**config.mk**
```make
export PLATFORM = sky130hd
export DESIGN_NAME = asq_top
export DESIGN_NICKNAME = d
export VERILOG_FILES = /design/src/pkg/asq_pkg.sv /design/src/hw/asq_arbiter.sv /design/src/hw/asq_top.sv
export SDC_FILE = /design/constraint.sdc
export NUM_CORES = 1
export LEC_CHECK = 0
export ABC_AREA = 0
export BUFFER_PORTS_ARGS = -buffer_cell sky130_fd_sc_hd__buf_2
export CAP_MARGIN = 25
export CORE_UTILIZATION = 45
export DETAILED_ROUTE_END_ITERATION = 6
export PLACE_DENSITY = 0.71
export SETUP_SLACK_MARGIN = 0.1
export SLEW_MARGIN = 40
export SYNTH_ARGS = -nofsm -noshare
export SYNTH_HDL_FRONTEND = slang
export SYNTH_SLANG_ARGS = --single-unit
export TNS_END_PERCENT = 30
```
**constraint.sdc**
```tcl
create_clock -name CLOCK_I -period 2.01 [get_ports CLOCK_I]
set_input_delay 0.1005 -clock CLOCK_I [delete_from_list [all_inputs] [get_ports CLOCK_I]]
set_output_delay 0.1005 -clock CLOCK_I [all_outputs]
set_load 0.02 [all_outputs]
```
**src/pkg/asq_pkg.sv**
```systemverilog
// Purpose: shared constants and types for the sequencer priority and trigger block
// Assumes: 32-bit register bus, four sequencers
// Notes:   offsets are byte addresses within the converter register space
package asq_pkg;
  localparam int          ADDR_W        = 12;
  localparam int          DATA_W        = 32;
  localparam int          NSEQ          = 4;
  localparam int          PRI_W         = 2;
  localparam int          SEL_W         = 4;
  localparam int          FIELD_STEP    = 4;
  localparam int          BYTE_W        = 8;

  localparam logic [11:0] OFF_ACTIVE    = 12'h000;
  localparam logic [11:0] OFF_TRIG_SEL  = 12'h014;
  localparam logic [11:0] OFF_PRI_MAP   = 12'h020;
  localparam logic [11:0] OFF_INITIATE  = 12'h028;
  localparam logic [11:0] OFF_STATUS    = 12'h030;

  localparam logic [31:0] PRI_RESET     = 32'h0000_3210;
  localparam logic [15:0] SEL_RESET     = 16'h0000;
  localparam logic [3:0]  ACTIVE_RESET  = 4'h0;
  localparam logic [3:0]  SEL_SOFTWARE  = 4'h0;

  localparam int          STAT_PEND_LSB = 0;
  localparam int          STAT_RUN_LSB  = 4;
  localparam int          STAT_BUSY_BIT = 8;

  localparam logic [1:0]  RESP_OKAY     = 2'h0;
  localparam logic [1:0]  RESP_SLVERR   = 2'h2;

  typedef enum logic [1:0] {
    ST_IDLE = 2'b01,
    ST_RUN  = 2'b10
  } asq_state_t;
endpackage

```
**src/hw/asq_arbiter.sv**
```systemverilog
// Purpose: picks the pending sequencer whose priority encoding ranks highest
// Assumes: encoding 0 ranks highest
// Notes:   equal encodings resolve to the lowest index, so the outcome is at least stable
module asq_arbiter #(
  parameter int NSEQ  = 4,
  parameter int PRI_W = 2
) (
  input  wire logic [NSEQ-1:0]       pend_i,
  input  wire logic [NSEQ*PRI_W-1:0] pri_i,
  output logic      [NSEQ-1:0]       grant_o,
  output logic                       valid_o
);
  logic found;

  always_comb begin
    found   = 1'b0;
    grant_o = '0;
    for (int l = 0; l < (1 << PRI_W); l++) begin
      for (int s = 0; s < NSEQ; s++) begin
        if (!found && pend_i[s] && pri_i[s*PRI_W +: PRI_W] == PRI_W'(l)) begin
          grant_o[s] = 1'b1;
          found      = 1'b1;
        end
      end
    end
    valid_o = found;
  end
endmodule

```
**src/hw/asq_top.sv**
```systemverilog
// Purpose: sequencer priority map and software initiate logic behind an AXI4-Lite slave
// Assumes: SEQ_DONE_I comes from converter logic on the same clock
// Notes:   one sequence runs at a time; pending triggers wait in priority order
//
// Functional notes
// - after reset sequencer n holds priority encoding n, so zero ranks highest.
// - each priority is a 2-bit value where 0 ranks highest and 3 lowest.
// - priority fields sit at bits 13:12, 9:8, 5:4 and 1:0 for sequencers 3..0, all read/write.
// - bits 31:14 and the gaps between priority fields are reserved and read-only.
// - a one written to initiate bit n triggers sequencer n only if it is active and its trigger select is 0000 (software).
// - any mix of sequencers may be initiated at once and they run in priority order.
// - the initiate register is write-only, bits 31:4 reserved, reads carry nothing.
// - the priority map decodes at 0x020 and the initiate register at 0x028.
// - each sequencer has a 4-bit trigger select, where 0000 (default) means software.
module asq_top (
  input  wire logic        CLOCK_I,
  input  wire logic        RST_N_I,
  input  wire logic [11:0] S_AXI_AWADDR_I,
  input  wire logic        S_AXI_AWVALID_I,
  output logic             S_AXI_AWREADY_O,
  input  wire logic [31:0] S_AXI_WDATA_I,
  input  wire logic [3:0]  S_AXI_WSTRB_I,
  input  wire logic        S_AXI_WVALID_I,
  output logic             S_AXI_WREADY_O,
  output logic [1:0]       S_AXI_BRESP_O,
  output logic             S_AXI_BVALID_O,
  input  wire logic        S_AXI_BREADY_I,
  input  wire logic [11:0] S_AXI_ARADDR_I,
  input  wire logic        S_AXI_ARVALID_I,
  output logic             S_AXI_ARREADY_O,
  output logic [31:0]      S_AXI_RDATA_O,
  output logic [1:0]       S_AXI_RRESP_O,
  output logic             S_AXI_RVALID_O,
  input  wire logic        S_AXI_RREADY_I,
  input  wire logic        SEQ_DONE_I,
  output logic [3:0]       SEQ_TRIG_O,
  output logic [3:0]       SEQ_START_O,
  output logic [3:0]       SEQ_RUN_O,
  output logic [3:0]       ACTIVE_SEQ_O
);
  localparam int NSEQ  = asq_pkg::NSEQ;
  localparam int PRI_W = asq_pkg::PRI_W;
  localparam int SEL_W = asq_pkg::SEL_W;
  localparam int STEP  = asq_pkg::FIELD_STEP;

  ////////////////////////////////////////////////////////////////////////////////
  // bus slave state
  logic              awready_ff;
  logic              wready_ff;
  logic              aw_full_ff;
  logic              w_full_ff;
  logic [11:0]       awaddr_ff;
  logic [31:0]       wdata_ff;
  logic [3:0]        wstrb_ff;
  logic              bvalid_ff;
  logic [1:0]        bresp_ff;
  logic              arready_ff;
  logic              rvalid_ff;
  logic [31:0]       rdata_ff;
  logic [1:0]        rresp_ff;
  logic              wr_do;
  logic              wr_hit;
  logic              rd_hit;
  logic [31:0]       nxt_rdata;

  // block registers and control
  logic [NSEQ*PRI_W-1:0] pri_ff;
  logic [NSEQ*SEL_W-1:0] sel_ff;
  logic [NSEQ-1:0]       act_ff;
  logic [NSEQ-1:0]       trig_ff;
  logic [NSEQ-1:0]       nxt_trig;
  logic [NSEQ-1:0]       pend_ff;
  logic [NSEQ-1:0]       start_ff;
  logic [NSEQ-1:0]       run_ff;
  logic [NSEQ-1:0]       grant;
  logic                  grant_valid;
  asq_pkg::asq_state_t   state_ff;

  ////////////////////////////////////////////////////////////////////////////////
  // write address and data are taken in either order; the write runs once both are held
  assign wr_do = aw_full_ff && w_full_ff && !bvalid_ff;

  always_ff @(posedge CLOCK_I) begin
    if (!RST_N_I) begin
      awready_ff <= 1'b0;
      aw_full_ff <= 1'b0;
      awaddr_ff  <= '0;
    end else if (S_AXI_AWVALID_I && awready_ff) begin
      awready_ff <= 1'b0;
      aw_full_ff <= 1'b1;
      awaddr_ff  <= S_AXI_AWADDR_I;
    end else if (wr_do) begin
      aw_full_ff <= 1'b0;
    end else if (!aw_full_ff) begin
      awready_ff <= 1'b1;
    end
  end

  always_ff @(posedge CLOCK_I) begin
    if (!RST_N_I) begin
      wready_ff <= 1'b0;
      w_full_ff <= 1'b0;
      wdata_ff  <= '0;
      wstrb_ff  <= '0;
    end else if (S_AXI_WVALID_I && wready_ff) begin
      wready_ff <= 1'b0;
      w_full_ff <= 1'b1;
      wdata_ff  <= S_AXI_WDATA_I;
      wstrb_ff  <= S_AXI_WSTRB_I;
    end else if (wr_do) begin
      w_full_ff <= 1'b0;
    end else if (!w_full_ff) begin
      wready_ff <= 1'b1;
    end
  end

  // decode: unmapped addresses answer SLVERR and change nothing
  always_comb begin
    unique case (awaddr_ff)
      asq_pkg::OFF_ACTIVE, asq_pkg::OFF_TRIG_SEL, asq_pkg::OFF_PRI_MAP,
      asq_pkg::OFF_INITIATE, asq_pkg::OFF_STATUS: wr_hit = 1'b1;
      default:                                    wr_hit = 1'b0;
    endcase
  end

  always_ff @(posedge CLOCK_I) begin
    if (!RST_N_I) begin
      bvalid_ff <= 1'b0;
      bresp_ff  <= asq_pkg::RESP_OKAY;
    end else if (wr_do) begin
      bvalid_ff <= 1'b1;
      bresp_ff  <= wr_hit ? asq_pkg::RESP_OKAY : asq_pkg::RESP_SLVERR;
    end else if (S_AXI_BREADY_I) begin
      bvalid_ff <= 1'b0;
    end
  end

  ////////////////////////////////////////////////////////////////////////////////
  // register writes honour byte strobes; fields never straddle a byte
  always_ff @(posedge CLOCK_I) begin
    if (!RST_N_I) begin
      pri_ff <= '0;
      for (int n = 0; n < NSEQ; n++) begin
        pri_ff[n*PRI_W +: PRI_W] <= asq_pkg::PRI_RESET[n*STEP +: PRI_W];
      end
    end else if (wr_do && awaddr_ff == asq_pkg::OFF_PRI_MAP) begin
      for (int n = 0; n < NSEQ; n++) begin
        if (wstrb_ff[(n*STEP)/asq_pkg::BYTE_W]) begin
          pri_ff[n*PRI_W +: PRI_W] <= wdata_ff[n*STEP +: PRI_W];
        end
      end
    end
  end

  always_ff @(posedge CLOCK_I) begin
    if (!RST_N_I) begin
      sel_ff <= asq_pkg::SEL_RESET;
    end else if (wr_do && awaddr_ff == asq_pkg::OFF_TRIG_SEL) begin
      for (int n = 0; n < NSEQ; n++) begin
        if (wstrb_ff[(n*STEP)/asq_pkg::BYTE_W]) begin
          sel_ff[n*SEL_W +: SEL_W] <= wdata_ff[n*STEP +: SEL_W];
        end
      end
    end
  end

  always_ff @(posedge CLOCK_I) begin
    if (!RST_N_I) begin
      act_ff <= asq_pkg::ACTIVE_RESET;
    end else if (wr_do && awaddr_ff == asq_pkg::OFF_ACTIVE && wstrb_ff[0]) begin
      act_ff <= wdata_ff[NSEQ-1:0];
    end
  end

  // initiate: nothing is stored, a one becomes a single trigger pulse
  always_comb begin
    nxt_trig = '0;
    if (wr_do && awaddr_ff == asq_pkg::OFF_INITIATE && wstrb_ff[0]) begin
      for (int n = 0; n < NSEQ; n++) begin
        nxt_trig[n] = wdata_ff[n] && act_ff[n]
                      && sel_ff[n*SEL_W +: SEL_W] == asq_pkg::SEL_SOFTWARE;
      end
    end
  end

  always_ff @(posedge CLOCK_I) begin
    if (!RST_N_I) begin
      trig_ff <= '0;
    end else begin
      trig_ff <= nxt_trig;
    end
  end

  ////////////////////////////////////////////////////////////////////////////////
  // execution order: pending triggers are started one at a time by priority
  asq_arbiter #(
    .NSEQ  (NSEQ),
    .PRI_W (PRI_W)
  ) i_asq_arbiter (
    .pend_i  (pend_ff),
    .pri_i   (pri_ff),
    .grant_o (grant),
    .valid_o (grant_valid)
  );

  // a new trigger in the cycle its bit is cleared survives; deactivation drops it
  always_ff @(posedge CLOCK_I) begin
    if (!RST_N_I) begin
      pend_ff <= '0;
    end else if (state_ff == asq_pkg::ST_IDLE && grant_valid) begin
      pend_ff <= ((pend_ff & ~grant) | trig_ff) & act_ff;
    end else begin
      pend_ff <= (pend_ff | trig_ff) & act_ff;
    end
  end

  always_ff @(posedge CLOCK_I) begin
    if (!RST_N_I) begin
      state_ff <= asq_pkg::ST_IDLE;
      start_ff <= '0;
      run_ff   <= '0;
    end else begin
      start_ff <= '0;
      unique case (state_ff)
        asq_pkg::ST_IDLE: begin
          if (grant_valid) begin
            start_ff <= grant;
            run_ff   <= grant;
            state_ff <= asq_pkg::ST_RUN;
          end
        end
        asq_pkg::ST_RUN: begin
          if (SEQ_DONE_I) begin
            run_ff   <= '0;
            state_ff <= asq_pkg::ST_IDLE;
          end
        end
        default: begin
          run_ff   <= '0;
          state_ff <= asq_pkg::ST_IDLE;
        end
      endcase
    end
  end

  ////////////////////////////////////////////////////////////////////////////////
  // read channel; reserved bits and the write-only initiate register read as zero
  always_comb begin
    nxt_rdata = '0;
    rd_hit    = 1'b1;
    unique case (S_AXI_ARADDR_I)
      asq_pkg::OFF_ACTIVE: nxt_rdata[NSEQ-1:0] = act_ff;
      asq_pkg::OFF_TRIG_SEL: begin
        for (int n = 0; n < NSEQ; n++) begin
          nxt_rdata[n*STEP +: SEL_W] = sel_ff[n*SEL_W +: SEL_W];
        end
      end
      asq_pkg::OFF_PRI_MAP: begin
        for (int n = 0; n < NSEQ; n++) begin
          nxt_rdata[n*STEP +: PRI_W] = pri_ff[n*PRI_W +: PRI_W];
        end
      end
      asq_pkg::OFF_INITIATE: nxt_rdata = '0;
      asq_pkg::OFF_STATUS: begin
        nxt_rdata[asq_pkg::STAT_PEND_LSB +: NSEQ] = pend_ff;
        nxt_rdata[asq_pkg::STAT_RUN_LSB +: NSEQ]  = run_ff;
        nxt_rdata[asq_pkg::STAT_BUSY_BIT]         = (state_ff == asq_pkg::ST_RUN);
      end
      default: rd_hit = 1'b0;
    endcase
  end

  always_ff @(posedge CLOCK_I) begin
    if (!RST_N_I) begin
      arready_ff <= 1'b0;
      rvalid_ff  <= 1'b0;
      rdata_ff   <= '0;
      rresp_ff   <= asq_pkg::RESP_OKAY;
    end else if (S_AXI_ARVALID_I && arready_ff) begin
      arready_ff <= 1'b0;
      rvalid_ff  <= 1'b1;
      rdata_ff   <= nxt_rdata;
      rresp_ff   <= rd_hit ? asq_pkg::RESP_OKAY : asq_pkg::RESP_SLVERR;
    end else if (rvalid_ff && S_AXI_RREADY_I) begin
      rvalid_ff <= 1'b0;
    end else if (!rvalid_ff) begin
      arready_ff <= 1'b1;
    end
  end

  assign S_AXI_AWREADY_O = awready_ff;
  assign S_AXI_WREADY_O  = wready_ff;
  assign S_AXI_BVALID_O  = bvalid_ff;
  assign S_AXI_BRESP_O   = bresp_ff;
  assign S_AXI_ARREADY_O = arready_ff;
  assign S_AXI_RVALID_O  = rvalid_ff;
  assign S_AXI_RDATA_O   = rdata_ff;
  assign S_AXI_RRESP_O   = rresp_ff;
  assign SEQ_TRIG_O      = trig_ff;
  assign SEQ_START_O     = start_ff;
  assign SEQ_RUN_O       = run_ff;
  assign ACTIVE_SEQ_O    = act_ff;

  ////////////////////////////////////////////////////////////////////////////////
  // checks; helper flags an outranking pending sequencer at a start
  logic better_pending;
  logic [11:0] rd_addr_ff;

  always_comb begin
    better_pending = 1'b0;
    for (int a = 0; a < NSEQ; a++) begin
      for (int b = 0; b < NSEQ; b++) begin
        if (grant[a] && pend_ff[b] && b != a
            && pri_ff[b*PRI_W +: PRI_W] < pri_ff[a*PRI_W +: PRI_W]) begin
          better_pending = 1'b1;
        end
      end
    end
  end

  always_ff @(posedge CLOCK_I) begin
    if (!RST_N_I) begin
      rd_addr_ff <= '0;
    end else if (S_AXI_ARVALID_I && arready_ff) begin
      rd_addr_ff <= S_AXI_ARADDR_I;
    end
  end

  property p_reset_map;
    @(posedge CLOCK_I) $rose(RST_N_I) |-> pri_ff == 8'hE4;
  endproperty
  a_reset_map: assert property (p_reset_map) else $error("priority map not default");

  property p_rank;
    @(posedge CLOCK_I) disable iff (!RST_N_I)
      (state_ff == asq_pkg::ST_IDLE && grant_valid) |-> !better_pending ##1 start_ff == $past(grant);
  endproperty
  a_rank: assert property (p_rank) else $error("start skipped a higher priority");

  property p_field_pos;
    @(posedge CLOCK_I) disable iff (!RST_N_I)
      $rose(rvalid_ff) && rd_addr_ff == asq_pkg::OFF_PRI_MAP |->
        {rdata_ff[13:12], rdata_ff[9:8], rdata_ff[5:4], rdata_ff[1:0]} == $past(pri_ff);
  endproperty
  a_field_pos: assert property (p_field_pos) else $error("priority field misplaced");

  property p_reserved;
    @(posedge CLOCK_I) disable iff (!RST_N_I)
      $rose(rvalid_ff) && rd_addr_ff == asq_pkg::OFF_PRI_MAP |->
        (rdata_ff & 32'hFFFF_CCCC) == 32'h0000_0000;
  endproperty
  a_reserved: assert property (p_reserved) else $error("reserved bits not zero");

  property p_active_only;
    @(posedge CLOCK_I) disable iff (!RST_N_I)
      (trig_ff != '0) |-> (trig_ff & ~$past(act_ff)) == '0;
  endproperty
  a_active_only: assert property (p_active_only) else $error("trigger on inactive");

  property p_order;
    @(posedge CLOCK_I) disable iff (!RST_N_I)
      (start_ff != '0) |-> $onehot(start_ff) && (start_ff & ~$past(pend_ff)) == '0
        ##1 start_ff == '0;
  endproperty
  a_order: assert property (p_order) else $error("start not from pending");

  property p_wo_read;
    @(posedge CLOCK_I) disable iff (!RST_N_I)
      $rose(rvalid_ff) && rd_addr_ff == asq_pkg::OFF_INITIATE |-> rdata_ff == 32'h0000_0000;
  endproperty
  a_wo_read: assert property (p_wo_read) else $error("initiate read not zero");

  property p_decode;
    @(posedge CLOCK_I) disable iff (!RST_N_I)
      wr_do && awaddr_ff == asq_pkg::OFF_PRI_MAP && wstrb_ff[1:0] == 2'b11 |=>
        pri_ff == {$past(wdata_ff[13:12]), $past(wdata_ff[9:8]),
                   $past(wdata_ff[5:4]), $past(wdata_ff[1:0])} && bvalid_ff;
  endproperty
  a_decode: assert property (p_decode) else $error("priority write not decoded");

  property p_source;
    @(posedge CLOCK_I) disable iff (!RST_N_I)
      trig_ff[0] |-> $past(sel_ff[3:0]) == asq_pkg::SEL_SOFTWARE;
  endproperty
  a_source: assert property (p_source) else $error("trigger with hardware source");

  property p_pulse;
    @(posedge CLOCK_I) disable iff (!RST_N_I)
      (trig_ff != '0) |=> trig_ff == '0;
  endproperty
  a_pulse: assert property (p_pulse) else $error("trigger latched");
endmodule

```
==> reports/qor.yml, run 1 <==
status: "complete, no violations"
crit_slowest_cell: "or4_4"
root_buffer: "clkbuf_8"
cp_cell_sequence: "or4_4 -> nor2_8 -> nand4_2 -> mux2i_1 -> nor2_1"
grt_max_degree: 70
leakagePower_uw: 0.002445
whs_ps: 18.37
dr.pass1.iters: 5
antenna_found_initial: 0
htreeDepth: 3
wl_per_cell_um: 14.92
period_minus_slack_ps: 1918
synth_area_mm2: 0.004419
dpl.cell_count: 716
ios: 125
start_util_pct: 47.16
rows: 35
path_buf_inv: 0
yosysSeqAreaShare_pct: 45.75
place_congestion: 0.9080
multi_input_area_mm2: 0.002210
min_path_cells: 4
wl_mm: 11.38
worstHoldPathType: "input port to flip-flop"
cts_buffers: 9
ys_warn_count: 0
r2r_slack_ps: 90
synth_edf_count: 0
layout.nets: 698
synth_area_leaders: "dfxtp_1, nand2_1, mux2i_1"
clk_pin_slew_ps: 110
power_density_mw_per_mm2: 668.2
syn_to_final_growth_pct: 24.66
cts_sinks: 101
synth_cells: 506
max_slew.worst_pin.slew_ps: 644.0
port_buffers: 88
max_freq_mhz: 521.3
reg2reg_to: "sel_ff[8]"
critPathCaptureType: "flip-flop"
drtAntennaViolNets: 0
drive_gt1_share_pct: 21.92
viasPerCell: 5.405
drt_iter0_drc: 222
min_from: "S_AXI_BREADY_I"
cp.required_ps: 2270
core-area_mm2: 0.009371
die_h_um: 101.1
rr_worst_depth: 5
timing.rr.start: "awaddr_ff[1]"
hold_violations: 0
overflow: 0
finalSetupViolCount: 0
worstSetupPathType: "flip-flop to flip-flop"
fillers: 868
drv_slew: 0
cap_violations: 0
min_to: "S_AXI_BVALID_O"
syn_avg_cell_area_um2: 8.734
grtUsageTotal_pct: 23.11
worstSkewPairLatency_ps: 370
seq_area_mm2: 0.002024
totalPowerFinal_uw: 3681
skew_ps: 12.46
yosysTopAreaCell: "dfxtp_1"
hpwl_mm: 8.092
crit_fanout: 8
die_area_mm2: 0.01022
rsz0062_at_grt: "yes"
ys_seq_elements: 101
cts_tree: "yes"
die-width_um: 101.1
fin_cells: 763
cp.arrival_ps: 2180
synth_ff_type: "dfxtp_1"
diodes: 0
relSlewSlack_pct: 56.96
synth_cell_type_count: 58
start_kind: "flip-flop"
critical_path.max_stage_delay_ps: 570
irDropWorstVdd_mv: 0.3419
cp_top_family: "simple AND/OR/NAND/NOR gates"
grt_pass1_vias: 3856
fin_crit_sh_pct: 95.44
drc: 0
yosysTopAreaCellShare_pct: 45.75
async_reset_ff_share_pct: 0
cts_buffer_depth: 2
grt_pass1_wl_mm: 18.44
routed-via-count: 4124
==> cell families after synthesis <==
group                    Yosys count  synth area share [%]
AND/OR/NAND/NOR                  216                 25.31
AO/OA/AOI/OAI                    106                 15.88
multiplexers                      28                 6.342
XOR/XNOR                           2                0.3964
adder cells (fa/ha/maj)            1                0.2265
other                              1               0.08486
buffers and inverters             51                 6.002
flip-flops                       101                 45.75
==> Yosys cell counts, types with 6 or more instances <==
| master | n |
|---|---|
| clkbuf_1 | 17 |
| a221oi_1 | 9 |
| o211ai_1 | 7 |
| nand2_1 | 87 |
| inv_1 | 10 |
| nor4_1 | 8 |
| dfxtp_1 | 101 |
| mux2i_1 | 28 |
| a21oi_1 | 43 |
| nand3_1 | 9 |
| o21ai_0 | 19 |
| buf_4 | 19 |
| nor3_1 | 6 |
| nor2_1 | 53 |
==> final cells by class <==
type | count | share of cell area [%]
Clock buffer | 9 | 2.248
Clock inverter | 6 | 1.045
Inverter | 11 | 0.7495
Multi-Input combinational cell | 371 | 40.11
Sequential cell | 101 | 36.75
Tap cell | 129 | 2.930
Timing Repair Buffer | 136 | 16.17
==> through the flow <==
| step | cell area, um^2 | setup TNS, ps | util (%) | setup WS [ps] |
|---|---|---|---|---|
| CTS | 5485 | 0 | 58.53 | 101.9 |
| finish | 5509 | 0 | 58.79 | 91.56 |
| detailed placement | 4994 | 0 | 53.28 | 123.5 |
| floorplan | 4483 | 0 | - | 292.6 |
| global placement | 4994 | 0 | 53.28 | 195.5 |
| global route | 5509 | -1.037 | 58.79 | -1.037 |
==> cells in the final DEF (no fill, tap or decap), types with 4 or more instances in the layout <==
cell,count
a21oi_1,43
inv_1,10
nand2_1,87
a222oi_1,4
a22oi_1,4
dfxtp_1,99
o21ai_0,19
nor3_1,6
nor2_1,53
nor4_1,8
mux2i_1,28
and3b_1,4
nand3_1,9
nand3b_1,5
conb_1,18
nor2b_1,5
and2_1,4
and4_1,4
clkbuf_8,9
nor3b_1,4
o211ai_1,7
buf_4,16
buf_2,88
and3_1,5
dlygate4sd3_1,31
a221oi_1,9
==> sequential cells by signal, summed over array words and instances (netlist names), 2 cells and up <==
name	flops
pri_ff	8
wstrb_ff	2
sel_ff	16
wdata_ff	16
SEQ_RUN_O	4
S_AXI_RDATA_O	16
state_ff	2
SEQ_START_O	4
ACTIVE_SEQ_O	4
SEQ_TRIG_O	4
awaddr_ff	12
pend_ff	4
==> worst max-delay path by stage <==
stage / start / to / slack, ps / depth (start not counted)
6_report: awaddr_ff[1] / sel_ff[8] / 90 / 5
5_1_grt: awaddr_ff[1] / sel_ff[1] / -1 / 5
4_1_cts: awaddr_ff[10] / sel_ff[8] / 100 / 5
3_5_place_dp: awaddr_ff[10] / sel_ff[8] / 120 / 5
3_3_place_gp: awaddr_ff[10] / sel_ff[10] / 200 / 5
2_1_floorplan: S_AXI_BVALID_O / sel_ff[10] / 290 / 4
==> worst min-delay path, cell delays in order <==
cell	delay, ps
buf_2	90
inv_1	40
a21oi_1	50
nor2_1	70
==> timing repair <==
item | in CTS | in global routing
hold buffers | 31 | 0
resized for setup | 0 | 4
endpoints found under the hold margin | 31 | 0
setup buffers | 0 | 1
endpoints found under the setup margin | 0 | 37
==> report_power, final <==
part	switching (uW)	internal (uW)	leakage, uW	total (uW)
sequential	37.9	2050	0.000820	2090
combinational	218	157	0.00153	375
clock	748	472	0.0000937	1220
total	1000	2680	0.00245	3680
==> layer usage <==
metal	global-route usage [%]	wire [um]	vias up
met5	0	0	-
met4	10.14	301	0
met3	3.467	466	25
met2	38.98	5673	110
met1	29.37	4941	1996
li1	-	-	1993
(Power assumes the default switching activity.)
==> inputs of run 2 (changes only) <==
HOLD_SLACK_MARGIN = 0.03   (was not set)
==> reports/qor.yml, run 2 (same netlist as run 1, synthesis figures left out) <==
root_buffer: "clkbuf_8"
cp.required_ps: 2270
hpwl_mm: 8.092
finalSetupViolCount: 0
worstSetupPathType: "flip-flop to flip-flop"
drtAntennaViolNets: 0
grt_max_degree: 70
wl_per_cell_um: 14.92
cap_violations: 0
grt_pass1_vias: 3868
critical_path.max_stage_delay_ps: 570
dpl.cell_count: 716
clk_pin_slew_ps: 110
layout.nets: 699
fin_cells: 764
die_area_mm2: 0.01022
fillers: 865
drv_slew: 0
worstHoldPathType: "input port to flip-flop"
leakagePower_uw: 0.002450
syn_to_final_growth_pct: 24.89
place_congestion: 0.9080
hold_violations: 0
routed-via-count: 4113
wl_mm: 11.40
diodes: 0
skew_ps: 12.42
antenna_found_initial: 0
drive_gt1_share_pct: 21.89
crit_slowest_cell: "or4_4"
grt_pass1_wl_mm: 18.46
period_minus_slack_ps: 1916
final_cell_mix: "dfxtp_1, buf_2, nand2_1"
die-width_um: 101.1
cts_tree: "yes"
drt_iter0_drc: 196
cts_buffer_depth: 2
htreeDepth: 3
crit_fanout: 8
fin_ws_ps: 93.58
core-area_mm2: 0.009371
critPathCaptureType: "flip-flop"
viasPerCell: 5.384
die_h_um: 101.1
power_density_mw_per_mm2: 667.0
max_slew.worst_pin.slew_ps: 642.6
grtUsageTotal_pct: 23.14
cp_cell_sequence: "or4_4 -> nor2_8 -> nand4_2 -> mux2i_1 -> nor2_1"
fin_crit_sh_pct: 95.34
pre_cts_ws_ps: 123.5
overflow: 0
final_common_cell: "dfxtp_1"
cts_sinks: 101
ios: 125
port_buffers: 88
relSlewSlack_pct: 57.06
drc: 0
cts_buffers: 9
irDropWorstVdd_mv: 0.3411
cp.arrival_ps: 2170
dr.pass1.iters: 5
start_kind: "flip-flop"
rsz0062_at_grt: "yes"
rows: 35
max_freq_mhz: 521.8
status: "complete, no violations"
worstSkewPairLatency_ps: 370
start_util_pct: 47.16
run 2: timing repair:
item,4_1_cts,5_1_grt
endpoints found under the setup margin,0,37
hold endpoints to repair,32,0
setup buffers,0,1
hold buffers,32,0
resized for setup,0,4
run 2: area by class of cell:
type,instances,area [um^2],share of cell area [%]
Multi-Input combinational cell,371,2210,40.04
Clock buffer,9,123.9,2.244
Sequential cell,101,2024,36.68
Clock inverter,6,57.56,1.043
Inverter,11,41.29,0.7481
Timing Repair Buffer,137,900.9,16.32
Tap cell,129,161.4,2.925
run 2: worst paths after layout:
path                     start                end  slack, ps  depth (start not counted)
min reg2reg  S_AXI_RDATA_O[15]  S_AXI_RDATA_O[15]        450                          2
max reg2reg       awaddr_ff[1]          sel_ff[8]         90                          5
max               awaddr_ff[1]          sel_ff[8]         90                          5
min                 SEQ_DONE_I        state_ff[0]         90                          3
run 2: power breakdown:
part / switching [uW] / internal, uW
clock: 747 / 472
combinational: 218 / 158
sequential: 38.1 / 2050
total: 1000 / 2680
run 2: layer usage:
metal	vias to the layer above	GRT usage, %	share of wire (%)
met5	-	0	0
met4	0	10.14	2.7
met3	28	3.467	4.8
met2	119	39.09	50
met1	1972	29.37	43
li1	1994	-	-
run 2: worst max-delay path: cells and delay by family, from the launching register on:
family | cells | cell delay (ps)
and+or+nand+nor | 4 | 1170
muxes | 1 | 300
DFF | 1 | 340
run 2: stage by stage:
stage                     TNS [ps]  total power, uW  hold WS, ps  utilization, %  instance area, um^2
after CTS                        0             3697        87.08           58.64                 5495
after floorplan                  0             2364        236.5               -                 4483
after global placement           0             2445        343.5           53.28                 4994
final                            0             3681        89.82           58.89                 5519
after detailed placement         0             2455        349.3           53.28                 4994
after global routing        -1.037             3824        115.0           58.89                 5519
==> inputs of run 3 (changes only) <==
ABC_AREA = 1   (was 0)
==> reports/qor.yml, run 3 <==
max_slew.worst_pin.slew_ps: 545.9
ios: 125
routed-via-count: 4195
root_buffer: "clkbuf_8"
die_area_mm2: 0.01019
period_minus_slack_ps: 1869
path_buf_inv: 2
grtUsageTotal_pct: 22.33
skew_ps: 9.020
cp_top_family: "simple AND/OR/NAND/NOR gates"
cp.arrival_ps: 2180
crit_slowest_cell: "dfxtp_2"
dr.pass1.iters: 4
final_common_cell: "dfxtp_1"
rows: 35
syn_to_final_growth_pct: 26.34
overflow: 0
final_cell_mix: "dfxtp_1, inv_1, buf_2"
min_to: "awaddr_ff[5]"
pwr-share-comb_pct: 10.5
clockPowerShare_pct: 33.2
yosysTopAreaCellShare_pct: 45.87
power_density_mw_per_mm2: 670.0
max_freq_mhz: 535.1
synth_edf_count: 0
placed_area_mm2: 0.004952
antenna_found_initial: 0
die-width_um: 101.0
irDropWorstVdd_mv: 0.4422
p_int_uw: 2727
fillers: 919
cts_buffer_depth: 2
min_path_cells: 3
cts_buffers: 9
layout.nets: 777
start_kind: "flip-flop"
leakagePower_uw: 0.002545
sw_frac_of_total_pct: 26.91
min_from: "S_AXI_AWADDR_I[5]"
grt_pass1_vias: 3866
crit_fanout: 4
drv_slew: 0
core-area_mm2: 0.009371
place_congestion: 0.8526
synth_cell_type_count: 33
wl_mm: 11.18
cp-startpoint: "pri_ff[0]"
totalPowerFinal_uw: 3732
drtAntennaViolNets: 0
grt_max_degree: 64
ys_seq_elements: 101
start_util_pct: 47.04
pwr-share-seq_pct: 56.3
synth_ff_type: "dfxtp_1"
whs_ps: 44.53
pre_cts_ws_ps: 126.9
p_sw_uw: 1004
critPathCaptureType: "flip-flop"
design_area_mm2: 0.005569
cap_violations: 0
rsz0062_at_grt: "yes"
drc: 0
syn_avg_cell_area_um2: 7.587
yosysSeqAreaShare_pct: 45.87
reg2reg_to: "SEQ_RUN_O[1]"
clk_pin_slew_ps: 100
drt_iter0_drc: 187
wl_per_cell_um: 13.26
die_h_um: 101.0
r2r_slack_ps: 140
timing.rr.start: "pri_ff[0]"
rr_worst_depth: 14
async_reset_ff_share_pct: 0
port_buffers: 88
worstSkewPairLatency_ps: 370
diodes: 0
finalSetupViolCount: 0
cp.required_ps: 2320
worstSetupPathType: "flip-flop to flip-flop"
ys_warn_count: 0
grt_pass1_wl_mm: 17.86
critical_path.max_stage_delay_ps: 350
final_util_pct: 59.43
htreeDepth: 3
fin_crit_sh_pct: 92.98
cp_cell_sequence: "inv_2 -> nand3_4 -> nand3_4 -> nor2_4 -> nand4_4 -> nor2_4 -> nand4_4 -> nor2_4 -> nand4_4 -> inv_2 -> nand3_4 -> nand2_4 -> nand2_2 -> nand2_2"
synth_cells: 581
viasPerCell: 4.976
yosysTopAreaCell: "dfxtp_1"
cts_sinks: 101
worstHoldPathType: "input port to flip-flop"
hold_violations: 0
synth_area_mm2: 0.004408
relSlewSlack_pct: 63.61
drive_gt1_share_pct: 23.11
cts_tree: "yes"
yosysMostFrequentCell: "dfxtp_1"
status: "complete, no violations"
hpwl_mm: 8.093
synth_area_leaders: "dfxtp_1, inv_1, o21ai_0"
synth_common_cells: "dfxtp_1, inv_1, nor2_1"
fin_ws_ps: 141.1
[run 3: cell types whose count changed after synthesis, moves of 7 or more]
cell / change
mux2i_1: -28
a221oi_1: -9
nand2_1: -34
o221ai_1: +8
nor3_1: +7
nand4_1: +10
nor2_1: +14
nand3_1: +24
inv_1: +82
o21ai_0: +44
[run 3: kinds of logic after synthesis]
logic type	count (synthesis)	share of synthesized area, %
AND/OR/NAND/NOR	202	22.76
AO/OA/AOI/OAI	141	18.14
buffers and inverters	136	13.14
flip-flops	101	45.87
other	1	0.08507
[run 3: worst reg2reg max path, delay by kind of cell (launching register included)]
kind | cells | cell delay [ps]
AND/OR/NAND/NOR | 12 | 1330
flip-flops | 1 | 350
buffers and inverters | 2 | 150
[run 3: worst max-delay path by stage]
| stage | cells after the start | to | slack, ps |
|---|---|---|---|
| after floorplan | 13 | pend_ff[2] | 350 |
| final | 14 | SEQ_RUN_O[1] | 140 |
| after global routing | 14 | SEQ_RUN_O[1] | -7 |
| after global placement | 14 | SEQ_RUN_O[0] | 160 |
| after CTS | 14 | SEQ_RUN_O[1] | 100 |
| after detailed placement | 13 | pend_ff[2] | 130 |
[run 3: layer usage]
layer  global-route usage, %  vias up  part of all wire, %
li1                        -     2142                    -
met5                       0        -                    0
met1                   27.84     1888                   45
met3                   4.369       20                  5.3
met4                   7.581        0                  2.1
met2                   38.51      145                   47
[run 3: layout make-up]
class                      count  area [um^2]  area share [%]
tap                          129        161.4           2.898
timing repair buffer         138        890.9           16.00
inverter                      98        370.4           6.650
multi-input combinational    361         1918           34.44
clock buffer                  10        137.6           2.471
clock inverter                 6        56.30           1.011
sequential                   101         2034           36.53
[run 3: what timing repair did]
| item | in CTS | in global routing |
|---|---|---|
| buffers inserted | 0 | 8 |
| gates resized for setup | 0 | 24 |
| setup endpoints to repair | 0 | 30 |
| hold buffers | 30 | 0 |
| hold endpoints to repair | 30 | 0 |
[run 3: power groups by stage]
| stage | Sequential, uW | Clock [uW] | Combinational (uW) |
|---|---|---|---|
| after global routing | 2110 | 1360 | 438 |
| after floorplan | 2160 | 0 | 235 |
| after detailed placement | 2150 | 0 | 345 |
| after CTS | 2100 | 1270 | 389 |
| final | 2100 | 1240 | 392 |
| after global placement | 2150 | 0 | 336 |
[run 3: stage by stage]
stage               std cells  setup TNS [ps]
floorplan                 598               0
detailed placement        789               0
CTS                       835               0
global route              843          -10.97
global placement          789               0
finish                    843               0
